## config.mk

```make
export PLATFORM = sky130hd
export DESIGN_NAME = chr_core
export DESIGN_NICKNAME = d
export VERILOG_FILES = /design/src/chr_pkg.sv /design/src/chr_core.sv
export SDC_FILE = /design/constraint.sdc
export NUM_CORES = 1
export LEC_CHECK = 0
export ABC_AREA = 1
export CORE_UTILIZATION = 31
export DETAILED_ROUTE_END_ITERATION = 10
export DONT_BUFFER_PORTS = 1
export GPL_TIMING_DRIVEN = 0
export HOLD_SLACK_MARGIN = 0.15
export PLACE_DENSITY = 0.49
export SLEW_MARGIN = 20
export SYNTH_ARGS = -nofsm -noshare
export SYNTH_HDL_FRONTEND = slang
export SYNTH_SLANG_ARGS = --single-unit
```

## constraint.sdc

```tcl
create_clock -name clk -period 6.25 [get_ports clk]
set_input_delay 0.625 -clock clk [delete_from_list [all_inputs] [get_ports clk]]
set_output_delay 0.625 -clock clk [all_outputs]
set_load 0.02 [all_outputs]
```

## src/chr_pkg.sv

```systemverilog
/*
 package of constants for the chronometer control logic: timing, uart framing,
 display codes and error codes. assumes a 25 MHz clock.
*/
// Behaviour
// - serial link 9600 baud, 8N1 both ways
// - left press steps flight timer start/stop/reset
// - left press in setting decrements selected value
// - middle toggles utc/local, long press enters setting
// - right press steps elapsed timer start/stop/reset
// - right press in setting increments selected value
// - clean power-up enters normal operating mode
// - weak battery shows low or defective warning
// - battery warning cleared after five seconds
// - internal error halts, dashes, error code shown
// - error codes three digits, 001 no battery
// - watchdog restarts logic when not serviced
// - clock counts 24 hours, utc or local
// - flight timer automatic or manual by configuration
// - elapsed timer split freezes shown reading
// - clock and both timers shown together
// - flight switch starts timer, level configurable
package chr_pkg;
	localparam int unsigned CLK_HZ        = 25000000;
	localparam int unsigned BAUD          = 9600;
	localparam int unsigned BIT_CYC       = CLK_HZ / BAUD;
	localparam int unsigned DATA_BITS     = 8;
	localparam int unsigned STOP_BITS     = 1;
	localparam int unsigned WARN_S        = 5;
	localparam int unsigned DEB_MS        = 20;
	localparam int unsigned DEB_CYC       = CLK_HZ / 1000 * DEB_MS;
	localparam int unsigned LONG_MS       = 2000;
	localparam int unsigned LONG_CYC      = CLK_HZ / 1000 * LONG_MS;
	localparam int unsigned WDOG_MS       = 1000;
	localparam int unsigned WDOG_CYC      = CLK_HZ / 1000 * WDOG_MS;
	localparam int unsigned DAY_S         = 86400;
	localparam logic [11:0] ERR_NO_BATT   = 12'h001;
	localparam logic [1:0]  BATT_OK       = 2'h0;
	localparam logic [1:0]  BATT_LOW      = 2'h1;
	localparam logic [1:0]  BATT_DEF      = 2'h2;
	localparam logic [1:0]  BATT_NONE     = 2'h3;
	localparam logic [1:0]  LINE3_MODE    = 2'h0;
	localparam logic [1:0]  LINE3_LOW     = 2'h1;
	localparam logic [1:0]  LINE3_DEF     = 2'h2;
	localparam logic [1:0]  LINE3_ERR     = 2'h3;
	typedef enum logic [1:0] {CHR_IDLE, CHR_RUN, CHR_STOP} chr_tmr_t;
	typedef enum logic [1:0] {CHR_START, CHR_WARN, CHR_NORM, CHR_HALT} chr_mode_t;
endpackage

```

## src/chr_core.sv

```systemverilog
/*
 chronometer control logic: buttons, clock, timers, start-up warning, error halt,
 watchdog and 8N1 uart. assumes raw button, switch and rx pins asynchronous;
 display driver consumes binary seconds and line codes.
*/
`timescale 1ns/10ps
`default_nettype none
module chr_core
	import chr_pkg::*;
#(
	parameter int unsigned SEC_CYC  = CLK_HZ,
	parameter int unsigned DEB_N    = DEB_CYC,
	parameter int unsigned LONG_N   = LONG_CYC,
	parameter int unsigned WDOG_N   = WDOG_CYC
)(
	input  wire logic        clk,
	input  wire logic        rst,
	input  wire logic        btn_left,
	input  wire logic        btn_mid,
	input  wire logic        btn_right,
	input  wire logic        flight_sw,
	input  wire logic        cfg_sw_active,
	input  wire logic        cfg_ft_auto,
	input  wire logic        btn_split,
	input  wire logic [1:0]  batt_level,
	input  wire logic        wdog_kick,
	input  wire logic        rx_data,
	output logic             tx_data,
	output logic [16:0]      clock_utc,
	output logic [16:0]      clock_shown,
	output logic             show_local,
	output logic             set_mode,
	output logic [16:0]      flight_timer,
	output logic [16:0]      elapsed_shown,
	output logic [1:0]       line3_code,
	output logic [11:0]      err_code,
	output logic             halted,
	output logic             wdog_reset,
	output logic [7:0]       rx_byte,
	output logic             rx_valid
);
	function automatic logic [16:0] wrap_inc(input logic [16:0] v);
		return (v == 17'(DAY_S - 1)) ? 17'h0 : v + 17'h1;
	endfunction
	function automatic logic [16:0] wrap_dec(input logic [16:0] v);
		return (v == 17'h0) ? 17'(DAY_S - 1) : v - 17'h1;
	endfunction

	// two-flop synchronisers; first stage read only by second
	logic [5:0] s1_q, s2_q;
	always_ff @(posedge clk) begin
		if (rst) begin
			s1_q <= 6'h21; // buttons and switch idle low, rx idle high: no false edge
			s2_q <= 6'h21;
		end else begin
			s1_q <= {rx_data, flight_sw, btn_right, btn_mid, btn_left, 1'b1};
			s2_q <= s1_q;
		end
	end

	// debounce: level must hold DEB_N cycles before it counts; one press one pulse
	logic [2:0]  deb_q;
	logic [2:0]  prs_q;
	logic [31:0] dcnt_q [3];
	always_ff @(posedge clk) begin
		for (int i = 0; i < 3; i++) begin
			if (rst) begin
				deb_q[i]  <= 1'b0;
				prs_q[i]  <= 1'b0;
				dcnt_q[i] <= 32'h0;
			end else if (s2_q[i+1] == deb_q[i]) begin
				dcnt_q[i] <= 32'h0;
				prs_q[i]  <= 1'b0;
			end else if (dcnt_q[i] == 32'(DEB_N - 1)) begin
				deb_q[i]  <= s2_q[i+1];
				prs_q[i]  <= s2_q[i+1];
				dcnt_q[i] <= 32'h0;
			end else begin
				dcnt_q[i] <= dcnt_q[i] + 32'h1;
				prs_q[i]  <= 1'b0;
			end
		end
	end

	// middle held long enters/leaves setting, short toggles utc/local on release outside setting
	logic [31:0] hold_q;
	logic        mid_rel;
	logic        long_done_q;
	logic        deb_mid_d1_q;
	assign mid_rel = deb_mid_d1_q && !deb_q[1];
	always_ff @(posedge clk) begin
		if (rst) begin
			hold_q       <= 32'h0;
			long_done_q  <= 1'b0;
			deb_mid_d1_q <= 1'b0;
		end else begin
			deb_mid_d1_q <= deb_q[1];
			hold_q       <= deb_q[1] ? hold_q + 32'h1 : 32'h0;
			if (!deb_q[1])
				long_done_q <= 1'b0;
			else if (hold_q == 32'(LONG_N - 1))
				long_done_q <= 1'b1;
		end
	end

	// operating mode: start, warning, normal, halt
	chr_mode_t   mode_q;
	logic [31:0] sec_q;
	logic        tick;
	logic [2:0]  warn_s_q;
	logic        run;
	assign tick = (sec_q == 32'(SEC_CYC - 1));
	assign run  = (mode_q == CHR_NORM) || (mode_q == CHR_WARN);
	always_ff @(posedge clk) begin
		if (rst || wdog_reset)
			sec_q <= 32'h0;
		else
			sec_q <= tick ? 32'h0 : sec_q + 32'h1;
	end

	always_ff @(posedge clk) begin
		if (rst || wdog_reset) begin
			mode_q     <= CHR_START;
			warn_s_q   <= 3'h0;
			line3_code <= LINE3_MODE;
			err_code   <= 12'h0;
			halted     <= 1'b0;
		end else begin
			case (mode_q)
			CHR_START: begin
				if (batt_level == BATT_NONE) begin
					mode_q     <= CHR_HALT;
					err_code   <= ERR_NO_BATT;
					line3_code <= LINE3_ERR;
					halted     <= 1'b1;
				end else if (batt_level == BATT_OK) begin
					mode_q <= CHR_NORM;
				end else begin
					mode_q     <= CHR_WARN;
					line3_code <= (batt_level == BATT_DEF) ? LINE3_DEF : LINE3_LOW;
				end
			end
			CHR_WARN: begin
				if (tick)
					warn_s_q <= warn_s_q + 3'h1;
				if (tick && warn_s_q == 3'(WARN_S - 1)) begin
					mode_q     <= CHR_NORM;
					line3_code <= LINE3_MODE;
				end
			end
			CHR_NORM: ;
			CHR_HALT: ;
			default: mode_q <= CHR_START;
			endcase
		end
	end

	// watchdog: missing service for WDOG_N cycles pulses a restart
	logic [31:0] wd_q;
	always_ff @(posedge clk) begin
		if (rst) begin
			wd_q       <= 32'h0;
			wdog_reset <= 1'b0;
		end else if (wdog_kick || wdog_reset) begin
			wd_q       <= 32'h0;
			wdog_reset <= 1'b0;
		end else if (wd_q == 32'(WDOG_N - 1)) begin
			wd_q       <= 32'h0;
			wdog_reset <= 1'b1;
		end else begin
			wd_q <= wd_q + 32'h1;
		end
	end

	// clock, local offset and setting; setting edits whichever zone is shown
	logic [16:0] loc_off_q;
	always_ff @(posedge clk) begin
		if (rst) begin
			clock_utc  <= 17'h0;
			loc_off_q  <= 17'h0;
			show_local <= 1'b0;
			set_mode   <= 1'b0;
		end else if (run) begin
			if (hold_q == 32'(LONG_N - 1) && !long_done_q)
				set_mode <= !set_mode;
			else if (mid_rel && !long_done_q && !set_mode)
				show_local <= !show_local;
			if (set_mode && show_local && prs_q[0])
				loc_off_q <= wrap_dec(loc_off_q);
			else if (set_mode && show_local && prs_q[2])
				loc_off_q <= wrap_inc(loc_off_q);
			if (set_mode && !show_local && prs_q[0])
				clock_utc <= wrap_dec(clock_utc);
			else if (set_mode && !show_local && prs_q[2])
				clock_utc <= wrap_inc(clock_utc);
			else if (tick)
				clock_utc <= wrap_inc(clock_utc);
		end
	end

	// displayed clock registered, updating with elapsed_shown one cycle after clock_utc and flight_timer
	logic [17:0] loc_sum;
	assign loc_sum = {1'b0, clock_utc} + {1'b0, loc_off_q}; // two days need 18 bits
	always_ff @(posedge clk) begin
		if (rst)
			clock_shown <= 17'h0;
		else if (!show_local)
			clock_shown <= clock_utc;
		else if (loc_sum >= 18'(DAY_S))
			clock_shown <= 17'(loc_sum - 18'(DAY_S));
		else
			clock_shown <= loc_sum[16:0];
	end

	// flight timer: manual by button, automatic by configured switch level
	chr_tmr_t ft_q;
	logic     sw_on;
	assign sw_on = (s2_q[4] == cfg_sw_active);
	always_ff @(posedge clk) begin
		if (rst) begin
			ft_q         <= CHR_IDLE;
			flight_timer <= 17'h0;
		end else if (run) begin
			if (cfg_ft_auto) begin
				ft_q <= sw_on ? CHR_RUN : (ft_q == CHR_RUN ? CHR_STOP : ft_q);
				if (!set_mode && prs_q[0] && !sw_on) begin
					ft_q         <= CHR_IDLE;
					flight_timer <= 17'h0;
				end
			end else if (!set_mode && prs_q[0]) begin
				case (ft_q)
				CHR_IDLE: ft_q <= CHR_RUN;
				CHR_RUN:  ft_q <= CHR_STOP;
				CHR_STOP: begin
					ft_q         <= CHR_IDLE;
					flight_timer <= 17'h0;
				end
				default:  ft_q <= CHR_IDLE;
				endcase
			end
			if (ft_q == CHR_RUN && tick)
				flight_timer <= wrap_inc(flight_timer);
		end
	end

	// elapsed timer with split: display freezes while counting continues
	chr_tmr_t    et_q;
	logic [16:0] et_cnt_q;
	logic        split_q;
	always_ff @(posedge clk) begin
		if (rst) begin
			et_q          <= CHR_IDLE;
			et_cnt_q      <= 17'h0;
			split_q       <= 1'b0;
			elapsed_shown <= 17'h0;
		end else if (run) begin
			if (!set_mode && prs_q[2]) begin
				case (et_q)
				CHR_IDLE: et_q <= CHR_RUN;
				CHR_RUN:  et_q <= CHR_STOP;
				CHR_STOP: begin
					et_q     <= CHR_IDLE;
					et_cnt_q <= 17'h0;
				end
				default:  et_q <= CHR_IDLE;
				endcase
			end
			if (btn_split && et_q == CHR_RUN)
				split_q <= !split_q;
			if (et_q == CHR_RUN && tick)
				et_cnt_q <= wrap_inc(et_cnt_q);
			if (!split_q)
				elapsed_shown <= et_cnt_q;
		end
	end

	// uart receiver 8N1, mid-bit sampling
	logic [15:0] rx_cnt_q;
	logic [3:0]  rx_bit_q;
	logic [7:0]  rx_sh_q;
	logic        rx_busy_q;
	always_ff @(posedge clk) begin
		if (rst) begin
			rx_cnt_q  <= 16'h0;
			rx_bit_q  <= 4'h0;
			rx_sh_q   <= 8'h0;
			rx_busy_q <= 1'b0;
			rx_byte   <= 8'h0;
			rx_valid  <= 1'b0;
		end else begin
			rx_valid <= 1'b0;
			if (!rx_busy_q) begin
				if (!s2_q[5]) begin
					rx_busy_q <= 1'b1;
					rx_cnt_q  <= 16'(BIT_CYC / 2);
					rx_bit_q  <= 4'h0;
				end
			end else if (rx_cnt_q != 16'h0) begin
				rx_cnt_q <= rx_cnt_q - 16'h1;
			end else begin
				rx_cnt_q <= 16'(BIT_CYC - 1);
				rx_bit_q <= rx_bit_q + 4'h1;
				if (rx_bit_q == 4'h0 && s2_q[5])
					rx_busy_q <= 1'b0; // false start
				else if (rx_bit_q >= 4'h1 && rx_bit_q <= 4'(DATA_BITS))
					rx_sh_q <= {s2_q[5], rx_sh_q[7:1]};
				else if (rx_bit_q == 4'(DATA_BITS + STOP_BITS)) begin
					rx_busy_q <= 1'b0;
					rx_byte   <= rx_sh_q;
					rx_valid  <= s2_q[5]; // framing error drops byte
				end
			end
		end
	end

	// uart transmitter 8N1: echoes each good byte, idles high
	logic [15:0] tx_cnt_q;
	logic [9:0]  tx_sh_q;
	logic [3:0]  tx_left_q;
	always_ff @(posedge clk) begin
		if (rst) begin
			tx_cnt_q  <= 16'h0;
			tx_sh_q   <= 10'h3ff;
			tx_left_q <= 4'h0;
			tx_data   <= 1'b1;
		end else if (tx_left_q == 4'h0) begin
			tx_data <= 1'b1;
			if (rx_valid) begin
				tx_sh_q   <= {1'b1, rx_byte, 1'b0};
				tx_left_q <= 4'(DATA_BITS + STOP_BITS + 1);
				tx_cnt_q  <= 16'h0;
			end
		end else if (tx_cnt_q == 16'h0) begin
			tx_data   <= tx_sh_q[0];
			tx_sh_q   <= {1'b1, tx_sh_q[9:1]};
			tx_left_q <= tx_left_q - 4'h1;
			tx_cnt_q  <= 16'(BIT_CYC - 1);
		end else begin
			tx_cnt_q <= tx_cnt_q - 16'h1;
		end
	end

	a_halt_latch: assert property (@(posedge clk) disable iff (rst || wdog_reset)
		(mode_q == CHR_HALT) |=> halted && line3_code == LINE3_ERR)
		else $error("halt lost error display");
	a_err_code: assert property (@(posedge clk) disable iff (rst)
		halted |-> err_code == 12'h001)
		else $error("wrong error code");
	a_start_norm: assert property (@(posedge clk) disable iff (rst || wdog_reset)
		(mode_q == CHR_START && batt_level == BATT_OK) |=> mode_q == CHR_NORM)
		else $error("clean start not normal");
	a_warn_line: assert property (@(posedge clk) disable iff (rst || wdog_reset)
		(mode_q == CHR_START && batt_level == BATT_DEF) |=> line3_code == LINE3_DEF)
		else $error("defective warning missing");
	a_warn_hold: assert property (@(posedge clk) disable iff (rst || wdog_reset)
		(mode_q == CHR_WARN) |-> line3_code != LINE3_MODE)
		else $error("warning dropped early");
	a_clock_wrap: assert property (@(posedge clk) disable iff (rst)
		clock_utc < 17'(DAY_S))
		else $error("clock past 24 h");
	a_ft_manual: assert property (@(posedge clk) disable iff (rst || wdog_reset)
		(run && !cfg_ft_auto && !set_mode && prs_q[0] && ft_q == CHR_IDLE)
		|=> ft_q == CHR_RUN)
		else $error("flight timer not started");
	a_et_step: assert property (@(posedge clk) disable iff (rst || wdog_reset)
		(run && !set_mode && prs_q[2] && et_q == CHR_RUN) |=> et_q == CHR_STOP)
		else $error("elapsed timer not stopped");
	a_press_once: assert property (@(posedge clk) disable iff (rst)
		prs_q[0] |=> !prs_q[0])
		else $error("press gave two actions");
	a_tx_idle: assert property (@(posedge clk) disable iff (rst)
		(tx_left_q == 4'h0 && !rx_valid) |=> tx_data)
		else $error("tx not idle high");
	c_warn_end: cover property (@(posedge clk) mode_q == CHR_WARN ##1 mode_q == CHR_NORM);
	c_set_mode: cover property (@(posedge clk) !set_mode ##1 set_mode);
	c_rx_byte: cover property (@(posedge clk) rx_valid);
	c_wdog: cover property (@(posedge clk) wdog_reset);
endmodule
`default_nettype wire

```

# Yosys cells after proc, flatten, opt, wreduce, memory -nomap -nowiden
# Memories as Yosys holds them, arrays and structs flattened.
# Cells that the tools add are included.
# totals
register_bits	302
ram_bits	96
word_cells	293
n_memories	1
# memory_table
memory	words	word_bits	rd	rd_clocked_by_memory_dff	write_ports	line	text
dcnt_q	3	32	3	0	3	chr_core.sv:64	logic [31:0] dcnt_q [3];
# classes
n_addsub	19
n_lt_le_gt_ge	3
eq_ne	31
mux	102
bitwise_logic	22
reduce_logical	76
# op_table
cell	n
2-to-1 mux 17 bit	21
2-to-1 mux 32 bit	9
adder 32 x 1 -> 32 bit (second input constant)	6
equality test 32 x 19 -> 1 bit (second input constant)	3
2-to-1 mux 16 bit	6
adder 17 x 1 -> 17 bit (second input constant)	4
equality test 17 bit (second input constant)	4
equality test 32 x 25 -> 1 bit (second input constant)	2
2-to-1 mux 1 bit	41
logical NOT 17 bit	2
subtractor 17 x 1 -> 17 bit (second input constant)	2
equality test 32 x 26 -> 1 bit (second input constant)	1
subtractor 16 x 1 -> 16 bit (second input constant)	2
2-to-1 mux 10 bit	3
AND reduction 2 bit	14
2-to-1 mux 2 bit	12
2-to-1 mux 4 bit	6
logical AND 1 bit	19
adder 17 x 17 -> 18 bit	1
greater-or-equal comparator 18 x 17 -> 1 bit (second input constant)	1
subtractor 17 bit (second input constant)	1
logical NOT 16 bit	1
one-hot mux 2 bit (2 select lines)	4
nonzero test 16 bit	1
29 further kinds	87

# Logic depth before layout (Yosys ltp)
# An unclocked memory read counts as a cell.
# depth
word_depth	8
ltp_mapped	19
mapped_depth_nobuf	19

# Worst setup path before layout
# No wires, ideal clock.
# synth_timing
kind	register to register
start	register clock_utc[0]
end	register clock_shown[13]
arrival_time_ps	2482
t_required_ps	6119
setup_slack_ps	3638
stages_incl_launch_ff	17
n_path_buf	0
synth_period_minus_slack_ps	2612
path_cell_list	dfxtp_1 > ha_1 > fa_1 > nand3_1 > nand3_2 > nand2_1 > nand2_1 > xor2_1 > ha_1 > nand3b_1 > nor2_1 > o21ai_0 > nand2_1 > nand2_1 > nand2_1 > nand2_1 > a21oi_2
# synth_between
elab_chain_cells	4
word_cells_on_any_way	5
cone_classes	add/sub: 2; order compare: 1; mux: 2
# synth_lines
element	line	text
from (decl)	chr_core.sv:29	output logic [16:0] clock_utc,
from (signal assigned)	chr_core.sv:193	clock_utc <= wrap_dec(clock_utc);
from (signal assigned)	chr_core.sv:195	clock_utc <= wrap_inc(clock_utc);
from (signal assigned)	chr_core.sv:197	clock_utc <= wrap_inc(clock_utc);
adder 17 x 17 -> 18 bit (*)	chr_core.sv:203	assign loc_sum = {1'b0, clock_utc} + {1'b0, loc_off_q};
subtractor 17 bit or greater-or-equal comparator 18 x 17 -> 1 bit (tied branches)	chr_core.sv:210, chr_core.sv:209	
2-to-1 mux 17 bit (*)	chr_core.sv:209	else if (loc_sum >= 18'(DAY_S))
2-to-1 mux 17 bit (*)	chr_core.sv:207	else if (!show_local)
to (signal assigned)	chr_core.sv:208	clock_shown <= clock_utc;
to (signal assigned)	chr_core.sv:210	clock_shown <= 17'(loc_sum - 18'(DAY_S));
to (signal assigned)	chr_core.sv:212	clock_shown <= loc_sum[16:0];
to (decl)	chr_core.sv:30	output logic [16:0] clock_shown,
# Every way passes the cells marked *; elsewhere a longest branch is shown, timed or not.
# A chain may end at the register's enable or synchronous reset.

# Worst setup path after layout
# layout_timing
start	register clock_utc[8]
end	register clock_shown[14]
# Same word-level chain as after synthesis.

==> results.cfg <==
[power_and_ir_drop]
cellLeakagePower_uw = 0.00988
ir_drop_mv = 0.196
powerDensity_mw_per_mm2 = 283

[setup_path]
end_kind = flop
start_kind = flop
cp_data_required_time_ps = 6680
worstPathMaxFanout = 7
arrival_ps = 3740
worstSetupPathType = reg2reg

[routing]
via_per_inst = 4.80
drt_iter0_drc = 1249
drt_pass1_iterations = 5
vias = 20200
drc = 0
wl_per_cell_um = 14.7
ant_nets = 0
drt_wl_total_um = 61900

[sta]
finalMaxSlewViolations = 0
setup_viol = 0
post-route-min-period_ps = 3310
rsz0062_at_grt = false
finalHoldViolCount = 0
worstMarginPinSlew_ps = 991
tns_ps = 0
slew_headroom_pct = 33.9
post-route-period-util_pct = 53.0
fin_ws_ps = 2940
fmax_mhz = 302
skew_ps = 30.6

[cells_and_area]
multi_input_area_sq_mm = 0.0116
drive_gt1_share_pct = 6.36
num-fill-cells = 7559
design_area_sq_mm = 0.0254
area_growth_syn_to_layout_pct = 14.9
fin_cells = 4212
nets = 3289
regArea_sq_mm = 0.00887

[synth]
yosys.area_share.xor_xnor_pct = 3.48
synth_seq_cells = 395
ys.flop_type = dfxtp_1
yosysMostFrequentCell = nand2_1
synth_top_area_share_pct = 27.0
syn_inst = 3070
ys_seq_area_share_pct = 40.0
synth_adder_area_share_pct = 2.63
synth_area_leaders = dfxtp_1 (27%), edfxtp_1 (13%), nand2_1 (8.8%)
netlist_area_sq_mm = 0.0221
yosysWarnings = 0
synth-simple-area-share_pct = 29.9
synthMuxAreaShare_pct = 0
synth_top_area_cell = dfxtp_1
synth.distinct_cells = 68
synth_top_family_by_area = simple AND/OR/NAND/NOR gates
syn_area_per_cell_sq_um = 7.21
synth-compound-area-share_pct = 14.7
synth_edf_count = 96
synth_common_cells = nand2_1 (522), inv_1 (434), nor2_1 (373)
ys_async_sr_fraction_pct = 0

[place]
place.gp.congestion = 0.867
dpl_cell_area_sq_mm = 0.0237
pre_cts_ws_ps = 2310
dp_cells = 4115
place.port_buffers = 0
dp_hpwl_um = 45700

[clock_tree]
post-cts-setup-buffer-count = 0
ctsLongestPathBuffers = 3
clock-sinks = 395
clockRootBuffer = clkbuf_16
htree_levels = 2
cts_made_buffers = 50
clk_pin_slew_worst_paths_ps = 60
cts_tree = done
insertion_delay_ps = 600

[global_routing]
grt_pass1_vias = 18800
grt_usage_pct = 16.8
antenna_found_initial = 0
grt_max_degree = 14
grt_pass1_wl_um = 100000
overflow = 0

[floorplan]
start_util_pct = 31.5
die_y_um = 269
io_pins = 109
core_sq_mm = 0.0704
die_w_um = 269
num_rows = 97
design.die.area_sq_mm = 0.0725

[run]
drv_cap = 0

[run_status]
status = completed

[min_path]
hp-class = in2reg
[metrics by stage]
stage	hold WS [ps]	util (%)	total power (uW)
finish	205	36.1	7210
global placement	393	33.7	4310
floorplan	388	-	3960
global route	209	36.1	7630
CTS	164	36.1	7320
detailed placement	393	33.7	4300
[placed cells by master (no fill, tap or decap), types with 5 or more instances in the layout]
cell,netlist,final
nand2_1,522,522
inv_1,434,434
nor2_1,373,373
dfxtp_1,299,299
a21oi_1,243,243
o21ai_0,208,208
nand3_1,156,156
nor3_1,122,122
conb_1,2,107
nand4_1,103,103
edfxtp_1,96,96
xor2_1,66,66
clkbuf_1,50,55
clkbuf_16,0,54
nor4_1,45,45
ha_1,45,45
a31oi_1,27,27
nor3b_1,26,26
xnor2_1,22,22
o21a_1,18,18
a211oi_1,16,16
nor2_2,14,14
buf_4,14,14
clkinv_2,0,14
nand2_2,13,13
nor3_2,13,13
o211ai_1,13,13
inv_2,10,10
nand3_2,8,8
or2_2,8,8
buf_2,7,8
o311ai_0,8,8
o31ai_1,7,7
clkinv_1,4,7
nand3b_1,6,6
o22ai_1,6,6
nor2_4,5,5
clkbuf_8,0,5
[where the power goes]
part	switching [uW]	internal, uW	leakage [uW]
Clock	1200	1760	0.000847
Sequential	213	2810	0.00341
Combinational	853	374	0.00562
[sequential cells by signal, indices dropped and copies added, names as in the netlist, 16 cells and up]
name	count
sec_q	32
rx_cnt_q	16
tx_cnt_q	16
wd_q	32
flight_timer	17
et_cnt_q	17
clock_utc	17
elapsed_shown	17
dcnt_q	96
clock_shown	17
loc_off_q	17
hold_q	32
[worst max-delay path, cell delays in order (launching register included)]
cell and delay (ps):
dfxtp_1 670, ha_1 320, nand2_1 140, nor2_1 220
nand3_1 170, nand3_1 200, nand2_1 70, nand2_1 230
a21boi_2 290, nand2_1 90, nand2_1 90, nand2_1 80
a21oi_1 130, nor2_1 70, nor2_1 260, nor2_1 110
[worst paths after layout]
| check | start | endpoint | slack [ps] | depth (start not counted) |
|---|---|---|---|---|
| worst max register to register | clock_utc[8] | clock_shown[14] | 2940 | 15 |
| worst min-delay path | flight_sw | s1_q[4] | 210 | 2 |
| worst max-delay path | clock_utc[8] | clock_shown[14] | 2940 | 15 |
| worst min register to register | s1_q[1] | s2_q[1] | 400 | 2 |
[per-layer routing]
layer  routed length, um  GRT usage, %  vias up
met3                2820          2.69       76
met2               26800          26.4      380
met4                1190          4.20        0
met1               31000          23.8     9237
met5                   0             0        -
li1                    -             -    10500
[cell families after synthesis]
kind of cell             after synthesis
adder cells (fa/ha/maj)               46
AND/OR/NAND/NOR                     1435
buffers and inverters                525
flip-flops                           395
AO/OA/AOI/OAI                        579
other                                  2
XOR/XNOR                              88
[layout make-up]
cell class	count	area share, %
Inverter	448	6.61
Multi-Input combinational cell	2255	45.7
Tap cell	940	4.62
Clock buffer	64	5.65
Antenna cell	1	0.00983
Timing Repair Buffer	3	0.118
Buffer	77	1.42
Sequential cell	395	34.9
Clock inverter	29	0.988
[timing repair]
item                                   in CTS  in global routing
hold buffers                                3                  0
endpoints found under the hold margin       3                  0
gates resized for setup                     0                  0
(Power assumes the default switching activity.)
